## config.mk

```make
export PLATFORM = sky130hd
export DESIGN_NAME = sram_host
export DESIGN_NICKNAME = d
export VERILOG_FILES = /design/src/inc/sram_host_pkg.sv /design/src/design/reset_sync.sv /design/src/design/sram_host.sv
export SDC_FILE = /design/constraint.sdc
export NUM_CORES = 1
export LEC_CHECK = 0
export ABC_AREA = 1
export BUFFER_PORTS_ARGS = -buffer_cell sky130_fd_sc_hd__buf_2
export CAP_MARGIN = 0
export CORE_ASPECT_RATIO = 0.9
export CORE_MARGIN = 5
export CORE_UTILIZATION = 45
export DETAILED_ROUTE_END_ITERATION = 7
export PLACE_DENSITY = 0.83
export SYNTH_ARGS = -nofsm -noshare
export SYNTH_HDL_FRONTEND = slang
export SYNTH_HIERARCHICAL = 1
export SYNTH_SLANG_ARGS = --single-unit
```

## constraint.sdc

```tcl
create_clock -name sys_clk -period 2.4 [get_ports sys_clk]
set_input_delay 0.12 -clock sys_clk [delete_from_list [all_inputs] [get_ports sys_clk]]
set_output_delay 0.12 -clock sys_clk [all_outputs]
set_load 0.02 [all_outputs]
```

## src/inc/sram_host_pkg.sv

```systemverilog
// Purpose: constants and carrier types for the async SRAM host controller
// Assumes: 50 MHz system clock, 20 ns period
// Notes: times in ns, cycle counts derived by rounding
package sram_host_pkg;
	localparam int CLK_NS = 20;
	localparam int ADDR_W = 20;
	localparam int DATA_W = 16;
	// Printed times in ns
	localparam int T_RC_NS = 45;
	localparam int T_AA_NS = 45;
	localparam int T_WC_NS = 45;
	localparam int T_PWE_NS = 35;
	localparam int T_SD_NS = 25;
	localparam int T_AW_NS = 35;
	localparam int T_HZ_NS = 18;
	// Least times round up; settle times treated as least waits
	localparam int RD_CYC = (T_AA_NS + CLK_NS - 1) / CLK_NS;
	localparam int RC_CYC = (T_RC_NS + CLK_NS - 1) / CLK_NS;
	localparam int PWE_CYC_A = (T_PWE_NS + CLK_NS - 1) / CLK_NS;
	localparam int SD_CYC = (T_SD_NS + CLK_NS - 1) / CLK_NS;
	localparam int AW_CYC = (T_AW_NS + CLK_NS - 1) / CLK_NS;
	localparam int WC_CYC = (T_WC_NS + CLK_NS - 1) / CLK_NS;
	localparam int HZ_CYC = (T_HZ_NS + CLK_NS - 1) / CLK_NS;
	localparam int WP_MAX1 = (PWE_CYC_A > SD_CYC) ? PWE_CYC_A : SD_CYC;
	localparam int WP_CYC = (WP_MAX1 > AW_CYC) ? WP_MAX1 : AW_CYC;
	localparam int CNT_W = 4;
	localparam logic [CNT_W-1:0] CNT_ZERO = 4'h0;
	localparam logic [CNT_W-1:0] CNT_ONE = 4'h1;
	localparam logic [CNT_W-1:0] RD_WAIT = CNT_W'(RD_CYC);
	localparam logic [CNT_W-1:0] WP_WAIT = CNT_W'(WP_CYC);
	localparam logic [CNT_W-1:0] RC_WAIT = CNT_W'(RC_CYC);
	localparam logic [CNT_W-1:0] WC_WAIT = CNT_W'(WC_CYC);
	localparam logic [CNT_W-1:0] HZ_WAIT = CNT_W'(HZ_CYC);

	typedef enum logic [2:0] {
		ST_IDLE = 3'h0,
		ST_RD_WAIT = 3'h1,
		ST_RD_END = 3'h2,
		ST_WR_SETUP = 3'h3,
		ST_WR_PULSE = 3'h4,
		ST_WR_END = 3'h5,
		ST_TURN = 3'h6
	} host_state_t;

	typedef struct packed {
		logic chip_select_n;
		logic chip_select_hi;
		logic write_n;
		logic out_en_n;
		logic upper_lane_sel_n;
		logic lower_lane_sel_n;
	} sram_ctl_t;

	typedef struct packed {
		logic write;
		logic [ADDR_W-1:0] addr;
		logic [DATA_W-1:0] wdata;
		logic [1:0] lane_n;
	} host_req_t;

	localparam sram_ctl_t CTL_IDLE = '{1'b1, 1'b0, 1'b1, 1'b1, 1'b1, 1'b1};
endpackage

```

## src/design/reset_sync.sv

```systemverilog
// Purpose: two-flop release of the active-low reset
// Assumes: rstn is asynchronous
// Notes: assertion is immediate, release is clocked
`timescale 1ns/1ns
module reset_sync (
	input wire logic sys_clk,
	input wire logic rstn,
	output logic rst_n_sync
);
	logic [1:0] sync_ff;
	always_ff @(posedge sys_clk or negedge rstn) begin
		if (!rstn) begin
			sync_ff <= 2'h0;
		end else begin
			sync_ff <= {sync_ff[0], 1'b1};
		end
	end
	assign rst_n_sync = sync_ff[1];
endmodule

```

## src/design/sram_host.sv

```systemverilog
// Purpose: host controller driving an async 16-bit SRAM by its pins
// Assumes: one request at a time, pins sampled in the sys_clk domain
// Notes: write is strobe controlled; selects frame the whole cycle
`timescale 1ns/1ns
module sram_host
	import sram_host_pkg::*;
(
	input wire logic sys_clk,
	input wire logic rstn,
	input wire logic req_valid,
	input wire host_req_t req,
	output logic req_ready,
	output logic rd_valid,
	output logic [DATA_W-1:0] rd_data,
	output logic wr_done,
	output sram_ctl_t sram_ctl,
	output logic [ADDR_W-1:0] sram_addr,
	output logic [DATA_W-1:0] sram_dq_out,
	output logic sram_dq_oe,
	input wire logic [DATA_W-1:0] sram_dq_in
);
	typedef struct packed {
		host_state_t st;
		logic [CNT_W-1:0] cnt;
		logic [CNT_W-1:0] cyc;
		logic is_write;
		logic ready;
		logic rvalid;
		logic [DATA_W-1:0] rdata;
		logic wdone;
		sram_ctl_t ctl;
		logic [ADDR_W-1:0] addr;
		logic [DATA_W-1:0] dq;
		logic dq_oe;
	} host_reg_t;

	logic rst_n;
	host_reg_t state_ff;
	host_reg_t nxt_state;

	reset_sync u_reset_sync (
		.sys_clk(sys_clk),
		.rstn(rstn),
		.rst_n_sync(rst_n)
	);

	always_comb begin
		nxt_state = state_ff;
		nxt_state.rvalid = 1'b0;
		nxt_state.wdone = 1'b0;
		if (state_ff.cyc != CNT_ZERO) begin
			nxt_state.cyc = state_ff.cyc - CNT_ONE;
		end
		case (state_ff.st)
			ST_IDLE: begin
				if (req_valid && state_ff.ready) begin
					nxt_state.ready = 1'b0;
					// Address changes on the same edge that the selects go active
					nxt_state.addr = req.addr;
					nxt_state.is_write = req.write;
					nxt_state.ctl.chip_select_n = 1'b0;
					nxt_state.ctl.chip_select_hi = 1'b1;
					nxt_state.ctl.upper_lane_sel_n = req.lane_n[1];
					nxt_state.ctl.lower_lane_sel_n = req.lane_n[0];
					nxt_state.ctl.write_n = 1'b1;
					nxt_state.cyc = req.write ? WC_WAIT : RC_WAIT;
					if (req.write) begin
						nxt_state.dq = req.wdata;
						nxt_state.ctl.out_en_n = 1'b1;
						nxt_state.st = ST_WR_SETUP;
					end else begin
						nxt_state.ctl.out_en_n = 1'b0;
						nxt_state.cnt = RD_WAIT;
						nxt_state.st = ST_RD_WAIT;
					end
				end
			end
			ST_RD_WAIT: begin
				// Access time counted from select, address and enable
				if (state_ff.cnt == CNT_ONE) begin
					nxt_state.st = ST_RD_END;
				end else begin
					nxt_state.cnt = state_ff.cnt - CNT_ONE;
				end
			end
			ST_RD_END: begin
				nxt_state.rdata = sram_dq_in;
				nxt_state.rvalid = 1'b1;
				// Deselect before address moves, so old data is irrelevant
				nxt_state.ctl = CTL_IDLE;
				nxt_state.cnt = HZ_WAIT;
				nxt_state.st = ST_TURN;
			end
			ST_WR_SETUP: begin
				// Pins already quiet: output enable was never low here
				nxt_state.dq_oe = 1'b1;
				nxt_state.ctl.write_n = 1'b0;
				nxt_state.cnt = WP_WAIT;
				nxt_state.st = ST_WR_PULSE;
			end
			ST_WR_PULSE: begin
				// Pulse covers strobe width, data setup and address setup
				if (state_ff.cnt == CNT_ONE) begin
					nxt_state.ctl.write_n = 1'b1;
					nxt_state.st = ST_WR_END;
				end else begin
					nxt_state.cnt = state_ff.cnt - CNT_ONE;
				end
			end
			ST_WR_END: begin
				// Data, address and selects outlive the strobe by a cycle
				nxt_state.dq_oe = 1'b0;
				nxt_state.ctl = CTL_IDLE;
				nxt_state.wdone = 1'b1;
				nxt_state.cnt = HZ_WAIT;
				nxt_state.st = ST_TURN;
			end
			ST_TURN: begin
				// Wait out release time and cycle spacing before next access
				if (state_ff.cnt != CNT_ZERO) begin
					nxt_state.cnt = state_ff.cnt - CNT_ONE;
				end else if (state_ff.cyc == CNT_ZERO) begin
					nxt_state.ready = 1'b1;
					nxt_state.st = ST_IDLE;
				end
			end
			default: begin
				nxt_state.st = ST_IDLE;
				nxt_state.ctl = CTL_IDLE;
				nxt_state.dq_oe = 1'b0;
				nxt_state.ready = 1'b1;
			end
		endcase
	end

	always_ff @(posedge sys_clk or negedge rst_n) begin
		if (!rst_n) begin
			state_ff <= '{st: ST_IDLE, ctl: CTL_IDLE, ready: 1'b1, default: '0};
		end else begin
			state_ff <= nxt_state;
		end
	end

	assign req_ready = state_ff.ready;
	assign rd_valid = state_ff.rvalid;
	assign rd_data = state_ff.rdata;
	assign wr_done = state_ff.wdone;
	assign sram_ctl = state_ff.ctl;
	assign sram_addr = state_ff.addr;
	assign sram_dq_out = state_ff.dq;
	assign sram_dq_oe = state_ff.dq_oe;
endmodule

```

==> impl_metrics.toml, run 1 <==
[pwr]
power.switching_uw = 2410
cellLeakagePower_uw = 0.00266
seqPwrFrac_pct = 37.9
swShare_pct = 42.6
clkPwrFrac_pct = 19.4
internal_power_uw = 3240
comb_power_share_pct = 42.7
powerDensity_nw_per_um2 = 1200
vdd_ir_drop_max_uv = 620

[floorplan]
dieWidth_um = 106
pin_count = 120
die-area_um2 = 10300
initial_core_util_pct = 46.5
core_area_um2 = 8110
std_cell_rows = 31
die_h_um = 96.8

[layout]
final_cell_mix = "197 x nand2_1, 119 x buf_2, 68 x dfrtp_1, 54 x dlygate4sd3_1, 21 x nor2_1"
stdcell_count = 664
num-fill-cells = 697
ff_latch_area_um2 = 1890
final_nets = 621
syn2layout_area_growth_pct = 25.0
fin_util_pct = 58.1
final_area_um2 = 4710
final_common_cell = "nand2_1"
multi_input_area_um2 = 1240
drive_above_1_share_pct = 29.7
n_antenna_cell = 0

[synthesis]
syn-num-nets = 506
synth_area_leader_cell = "dfrtp_1"
syn_area_um2 = 3770
ys.flop_type = "dfrtp_1"
seq_area_frac_synth_pct = 50.0
synthArstFlopShare_pct = 100
syn_avg_cell_area_um2 = 8.47
synth_edf_count = 0
synth_top_area_share_pct = 45.8
synthTopCellsByArea = "dfrtp_1 46%, nand2_1 20%, buf_4 12%, dfstp_2 4.2%, nor2_1 2.1%"
syn_inst = 445
ys_warn_count = 6
synth_cell_types = 31
yosys_register_bits = 75

[route]
wl_met1_mm = 3.89
firstDrtPassIters = 5
ant_nets = 0
met3_length_um = 621
avgViaCountPerCell = 4.82
wirelength_mm = 9.24
wl_met2_mm = 4.45
highest_layer = "met4"
drt_iter0_drc = 296
drc_errors = 0
via_count = 3201
wl_per_cell_um = 13.9

[clocking]
cts_made_buffers = 9
hold_buffers = 53
clock_sinks = 75
clkSlewWorstSetupHoldPaths_ns = 0.09
htreeDepth = 3
clkLatencyLatePin_ns = 0.36
clk_root_buffer_cell = "clkbuf_8"
post_cts_buffers = 0
cts_resized = 0
clock_tree.buffer_depth = 2
cts_tree = "yes"

[global_route]
track_usage_pct = 18.2
grt_max_degree = 74
gr-total-overflow = 0
first_global_vias = 3290
antenna_found_initial = 0
grt_pass1_wl_mm = 15.5

[critical_path]
critical_path.most_common_cell = "nand2_1"
cp-start-kind = "flip-flop"
path_cells = "nor2_4, nand2_4, nor2_8, inv_4, nand2_1, nand2_1"
crit_family = "simple AND/OR/NAND/NOR gates"
path_buf_inv = 1
reg2reg_slack_ns = 0.72
cp.arrival_ns = 1.91
cp_slowest_cell = "dfrtp_1"
critPathMaxStageDelay_ns = 0.51
worst_ep_required_time_ns = 2.64
cp_max_fo = 27
criticalPathCategory = "flip-flop to flip-flop"
critPathCaptureType = "flip-flop"

[place]
port_buffers = 119
place_area_um2 = 3950
gp_congestion = 0.914
place_inst = 594
dp_hpwl_mm = 5.92

[min_path]
hp-class = "input port to flip-flop"

[sta]
hold_slack_ns = 0.0186
relSlewSlack_pct = 38.9
period_share_pct = 69.8
timing.final.crit_period_ns = 1.68
tns_ns = 0
finalSetupViolCount = 0
tightest_slew_ns = 0.917
clock.fmax_mhz = 597
fin_skew_ns = 0.0129
rsz0062_at_grt = "false"
maxSlewViolCount = 0
hold_violations = 0

[outcome]
status = "complete, no violations"

[run]
drv_cap = 0
-- cell usage after synthesis (4+ instances only) --
| cell type | count |
|---|---|
| nand2_1 | 197 |
| buf_6 | 5 |
| dfrtp_1 | 69 |
| nand2_2 | 11 |
| buf_4 | 62 |
| o21ai_0 | 7 |
| dfstp_2 | 6 |
| nand3_2 | 4 |
| a21oi_1 | 6 |
| nor2_1 | 21 |
| nand3_1 | 12 |
| inv_1 | 17 |
-- layout make-up --
cell class                 count  area share (%)
timing repair buffer         173            24.1
tap                           99            2.63
inverter                      22            2.02
clock inverter                 6            1.89
multi-input combinational    279            26.4
sequential                    75            40.1
clock buffer                  10            2.92
-- through the flow --
stage               setup slack (ns)  power (uW)
detailed placement             0.792        4460
floorplan                      0.167        4320
global placement               0.842        4360
global route                   0.576        6030
finish                         0.724        5640
CTS                            0.783        5650
-- power groups by stage --
stage	logic (uW)	clock network [uW]	registers, uW
2_1_floorplan	2240	0	2080
3_5_place_dp	2310	0	2150
3_3_place_gp	2240	0	2130
5_1_grt	2660	1170	2210
4_1_cts	2390	1120	2130
6_report	2410	1090	2140
-- final timing paths --
kind	from	to	cells past startpoint
max in group asynchronous	u_reset_sync/sync_ff[1]	rd_data[6]	0
max	state_ff[71]	sram_addr[1]	6
min	req[1]	sram_ctl[1]	3
min in group asynchronous	rstn	u_reset_sync/sync_ff[1]	2
max reg2reg	state_ff[71]	sram_addr[1]	6
min reg2reg	u_reset_sync/sync_ff[0]	u_reset_sync/sync_ff[1]	0
-- worst min-delay path, delay by kind of cell --
kind,cells,cell delay [ns]
and+or+nand+nor,2,0.15
buffers and inverters,1,0.10
-- sequential cells by signal (all words and copies together), names as in the netlist, 2 cells and up --
| signal | flops |
|---|---|
| u_reset_sync/sync_ff | 2 |
| state_ff | 11 |
| sram_dq_out | 16 |
| sram_ctl | 6 |
| rd_data | 16 |
| sram_addr | 20 |
-- layer usage --
layer / global-route usage [%] / up-vias
li1: - / 1533
met1: 21.5 / 1497
met2: 31.5 / 140
met3: 5.46 / 31
met4: 6.29 / 0
met5: 0 / -
-- logic make-up after synthesis --
| logic type | synth area share, % |
|---|---|
| simple gates | 28.9 |
| other cells | 0.0995 |
| fa+ha+maj | 0.996 |
| xor+xnor | 0.465 |
| compound gates | 2.49 |
| flops | 50.0 |
| buf+inv | 17.0 |
Power figures use the tool's default switching activity.
==> run 2, diff against run 1 <==
PLACE_DENSITY = 0.8   (was 0.83)
clock period = 1.6 ns   (was 2.4 ns; I/O delays follow)
==> run 2 against run 1 <==
Worst hold slack gained 0.036 ns. First-iteration DRC count shrank 15%. Final cell count grew 1.5%. Via count shrank 2.0%. Global-route usage shrank 0.29 points. Register-to-register slack lost 0.64 ns. Utilization grew 0.99 points. Combinational power grew 53%. Largest cell class unchanged.
==> impl_metrics.toml, run 2 (same netlist as run 1, synthesis figures left out) <==
[outcome]
status = "complete, no violations"

[sta]
finalSetupViolCount = 0
maxSlewViolCount = 0
postLayoutSetupSlackWorst_ns = 0.0794
fin_skew_ns = 0.0113
clock.fmax_mhz = 658
period_share_pct = 95.0
tns_ns = 0
hold_slack_ns = 0.0550
timing.final.crit_period_ns = 1.52
hold_violations = 0

[pwr]
comb_power_share_pct = 44.2
clkPwrFrac_pct = 17.5
power.switching_uw = 3580
vdd_ir_drop_max_uv = 816
seqPwrFrac_pct = 38.3
swShare_pct = 42.9
internal_power_uw = 4760
cellLeakagePower_uw = 0.00270
powerDensity_nw_per_um2 = 1740

[clocking]
clock_sinks = 75
clk_root_buffer_cell = "clkbuf_8"
clkSlewWorstSetupHoldPaths_ns = 0.08
clkLatencyLatePin_ns = 0.34
clock_tree.buffer_depth = 2
cts_tree = "yes"
cts_made_buffers = 9
htreeDepth = 3

[layout]
num-fill-cells = 660
final_nets = 631
final_common_cell = "nand2_1"
n_antenna_cell = 0
stdcell_count = 674
drive_above_1_share_pct = 31.1
syn2layout_area_growth_pct = 27.2
largest_register_ffs = 20
final_cell_mix = "197 x nand2_1, 119 x buf_2, 67 x dfrtp_1, 56 x dlygate4sd3_1, 19 x nor2_1"

[place]
port_buffers = 119
place_inst = 602
dp_hpwl_mm = 5.90
gp_congestion = 0.909
place_ws_ns = 0.0544

[route]
ant_nets = 0
drt_iter0_drc = 252
avgViaCountPerCell = 4.65
firstDrtPassIters = 4
wl_per_cell_um = 13.5
via_count = 3136
wirelength_mm = 9.08
drc_errors = 0

[critical_path]
cp-start-kind = "flip-flop"
cp_max_fo = 13
critPathCaptureType = "flip-flop"
criticalPathCategory = "flip-flop to flip-flop"
cp.arrival_ns = 1.79
worst_ep_required_time_ns = 1.87

[global_route]
gr-total-overflow = 0
antenna_found_initial = 0
grt_max_degree = 40
first_global_vias = 3237
track_usage_pct = 18.0
grt_pass1_wl_mm = 15.3

[floorplan]
pin_count = 120
core_area_um2 = 8110
die-area_um2 = 10300
std_cell_rows = 31
dieWidth_um = 106
initial_core_util_pct = 46.5
die_h_um = 96.8

[min_path]
hp-class = "input port to asynchronous set/reset pin"

[run]
drv_cap = 0
## run 2: cell count changes in the layout (fill, tap and decap cells not counted), sizes merged
cell / before / now
buf: 119 / 127
bufinv: 2 / 1
dlygate4sd3: 54 / 56
clkinv: 2 / 4
clkinvlp: 2 / 1
## run 2: final cells by class
cell class	count	area (um^2)	area share (%)
Sequential cell	75	1890	39.4
Clock buffer	10	138	2.87
Timing Repair Buffer	183	1230	25.6
Clock inverter	6	65.1	1.36
Multi-Input combinational cell	279	1250	26.2
Tap cell	99	124	2.58
Inverter	22	95.1	1.98
## run 2: metrics by stage
| stage | util (%) | power [uW] | area (um^2) |
|---|---|---|---|
| final | 59.1 | 8340 | 4790 |
| after global routing | 59.1 | 8950 | 4790 |
| after CTS | 58.9 | 8340 | 4780 |
| after detailed placement | 49.5 | 6730 | 4020 |
| after global placement | 49.5 | 6600 | 4020 |
| after floorplan | - | 6470 | 3770 |
## run 2: final timing paths
path | startpoint | end | slack (ns) | depth (start not counted)
max | req_ready | sram_addr[6] | 0.08 | 5
min | rstn | u_reset_sync/sync_ff[0] | 0.05 | 2
max reg2reg | req_ready | sram_addr[6] | 0.08 | 5
min reg2reg | u_reset_sync/sync_ff[1] | sram_addr[2] | 0.20 | 0
max in group asynchronous | u_reset_sync/sync_ff[1] | sram_ctl[3] | 0.77 | 1
min in group sys_clk | req_valid | sram_addr[13] | 0.34 | 5
## run 2: repair_timing
item,CTS,global route
endpoints found under the setup margin,0,25
gates resized for setup,0,5
buffers inserted,0,0
hold endpoints to repair,57,0
hold buffers,56,0
## run 2: power by group through the flow
stage	Sequential [uW]	Combinational [uW]	Clock (uW)
2_1_floorplan	3110	3360	0
3_3_place_gp	3160	3440	0
3_5_place_dp	3190	3540	0
4_1_cts	3170	3660	1510
5_1_grt	3290	4070	1590
6_report	3190	3690	1460
## run 2: worst max-delay path: stages, from the launching register on
cell and delay (ns):
dfstp_2 0.55, nand2_1 0.20, nor2_8 0.28, buf_4 0.23, nand2_1 0.08, nand2_1 0.11
## run 2: routing by layer
layer  wire length [um]  share of wire [%]  up-vias  GRT usage (%)
met5                  0                  0        -              0
li1                   -                  -     1553              -
met4                123                1.4        0           4.52
met3                599                6.6       13           4.33
met2               4520                 50      119           31.3
met1               3840                 42     1451           22.3
==> run 3, diff against run 2 <==
CELL_PAD_IN_SITES_DETAIL_PLACEMENT = 1   (was not set)
CELL_PAD_IN_SITES_GLOBAL_PLACEMENT = 2   (was not set)
CORE_UTILIZATION = 29   (was 45)
PLACE_DENSITY = 0.88   (was 0.8)
==> run 3 against run 2 <==
Non-clock buffer count decreased by 1. Flip-flop and latch count stayed put. Final cell count grew 9.3%. Clock power is 45% higher. Critical path depth increased by 2. Die area grew 49%. Combinational power is 2% higher. Sequential share of layout area down 1.5 points. Routed wire length grew 21%. Clock-buffer cell count decreased by 1. Largest cell class unchanged. Highest routed layer is now met5.
==> impl_metrics.toml, run 3 (same netlist as run 1, synthesis figures left out) <==
[floorplan]
core_area_um2 = 12700
initial_core_util_pct = 29.6
die_h_um = 118
die-area_um2 = 15400
dieWidth_um = 130
std_cell_rows = 39
pin_count = 120

[global_route]
grt_pass1_wl_mm = 17.7
first_global_vias = 3480
grt_max_degree = 28
antenna_found_initial = 1
track_usage_pct = 14.4
gr-total-overflow = 0

[critical_path]
worst_ep_required_time_ns = 1.86
cp-start-kind = "flip-flop"
path_cells = "nor2_4, nand2_4, inv_4, nand2_4, inv_8, nand2_1, nand2_1"
critPathCaptureType = "flip-flop"
cp_slowest_cell = "dfrtp_1"
cp.arrival_ns = 1.73
criticalPathCategory = "flip-flop to flip-flop"
critPathMaxStageDelay_ns = 0.49
cp_max_fo = 18

[layout]
final_area_um2 = 4990
final_cell_mix = "196 x nand2_1, 119 x buf_2, 66 x dfrtp_1, 54 x dlygate4sd3_1, 18 x nor2_1"
drive_above_1_share_pct = 31.8
largest_register_ffs = 20
syn2layout_area_growth_pct = 32.4
n_antenna_cell = 0
final_common_cell = "nand2_1"
final_nets = 630
fin_util_pct = 39.2

[route]
drt_iter0_drc = 124
firstDrtPassIters = 4
via_count = 3218
drc_errors = 0
wirelength_mm = 11.0
avgViaCountPerCell = 4.37
ant_nets = 0
wl_per_cell_um = 14.9

[sta]
hold_slack_ns = 0.00928
maxSlewViolCount = 0
period_share_pct = 91.9
timing.final.crit_period_ns = 1.47
clock.fmax_mhz = 680
fin_skew_ns = 0.00556
finalSetupViolCount = 0
hold_violations = 0
postLayoutSetupSlackWorst_ns = 0.130

[pwr]
powerDensity_nw_per_um2 = 1830
cellLeakagePower_uw = 0.00275
vdd_ir_drop_max_uv = 710

[clocking]
clkLatencyLatePin_ns = 0.33
htreeDepth = 3
cts_tree = "yes"
clock_tree.buffer_depth = 2
clkSlewWorstSetupHoldPaths_ns = 0.06
post_cts_buffers = 0
clk_root_buffer_cell = "clkbuf_16"
clock_sinks = 75
cts_made_buffers = 9

[min_path]
hp-class = "input port to flip-flop"

[place]
place_area_um2 = 4110
port_buffers = 119
dp_hpwl_mm = 7.57
place_ws_ns = 0.0225
gp_congestion = 0.804

[outcome]
status = "complete, no violations"

[run]
drv_cap = 0
## run 3: cell type report
cell class	instances	area (um^2)
timing repair buffer	182	1220
multi-input combinational	279	1270
sequential	75	1890
clock inverter	6	88.8
tap	164	205
clock buffer	9	225
inverter	22	97.6
fill	1535	7740
## run 3: critical path, delay by kind of cell (launching register included)
kind	cells	cell delay, ns
buffers and inverters	2	0.25
DFF	1	0.49
and+or+nand+nor	5	0.66
## run 3: power breakdown
part / internal, uW / switching [uW]
logic: 1310 / 2460
registers: 2710 / 522
clock network: 1360 / 755
total: 5370 / 3740
## run 3: layer usage
metal,global-route usage [%],wire (um)
met3,5.10,743
met4,2.92,122
met1,17.6,4720
met5,0,13
met2,24.6,5400
## run 3: per-stage QoR
stage / power [uW] / std cells / setup TNS (ns)
after floorplan: 6470 / 445 / 0
after global placement: 6680 / 668 / 0
after detailed placement: 6880 / 668 / 0
after CTS: 9170 / 737 / 0
after global routing: 9770 / 737 / -0.0000203
final: 9110 / 737 / 0
## run 3: final timing paths
check	start	slack (ns)	depth (start not counted)	to
max in group asynchronous	u_reset_sync/sync_ff[1]	0.76	1	sram_ctl[5]
min in group asynchronous	rstn	0.09	2	u_reset_sync/sync_ff[0]
max reg2reg	state_ff[72]	0.13	7	sram_dq_out[1]
max	state_ff[72]	0.13	7	sram_dq_out[1]
min reg2reg	u_reset_sync/sync_ff[1]	0.26	0	wr_done
min	req[1]	0.009	3	sram_ctl[1]
## run 3: repair_timing
item	4_1_cts	5_1_grt
gates resized for setup	1	9
endpoints found under the hold margin	55	0
pin swaps	0	0
setup endpoints to repair	2	13
hold buffers	54	0
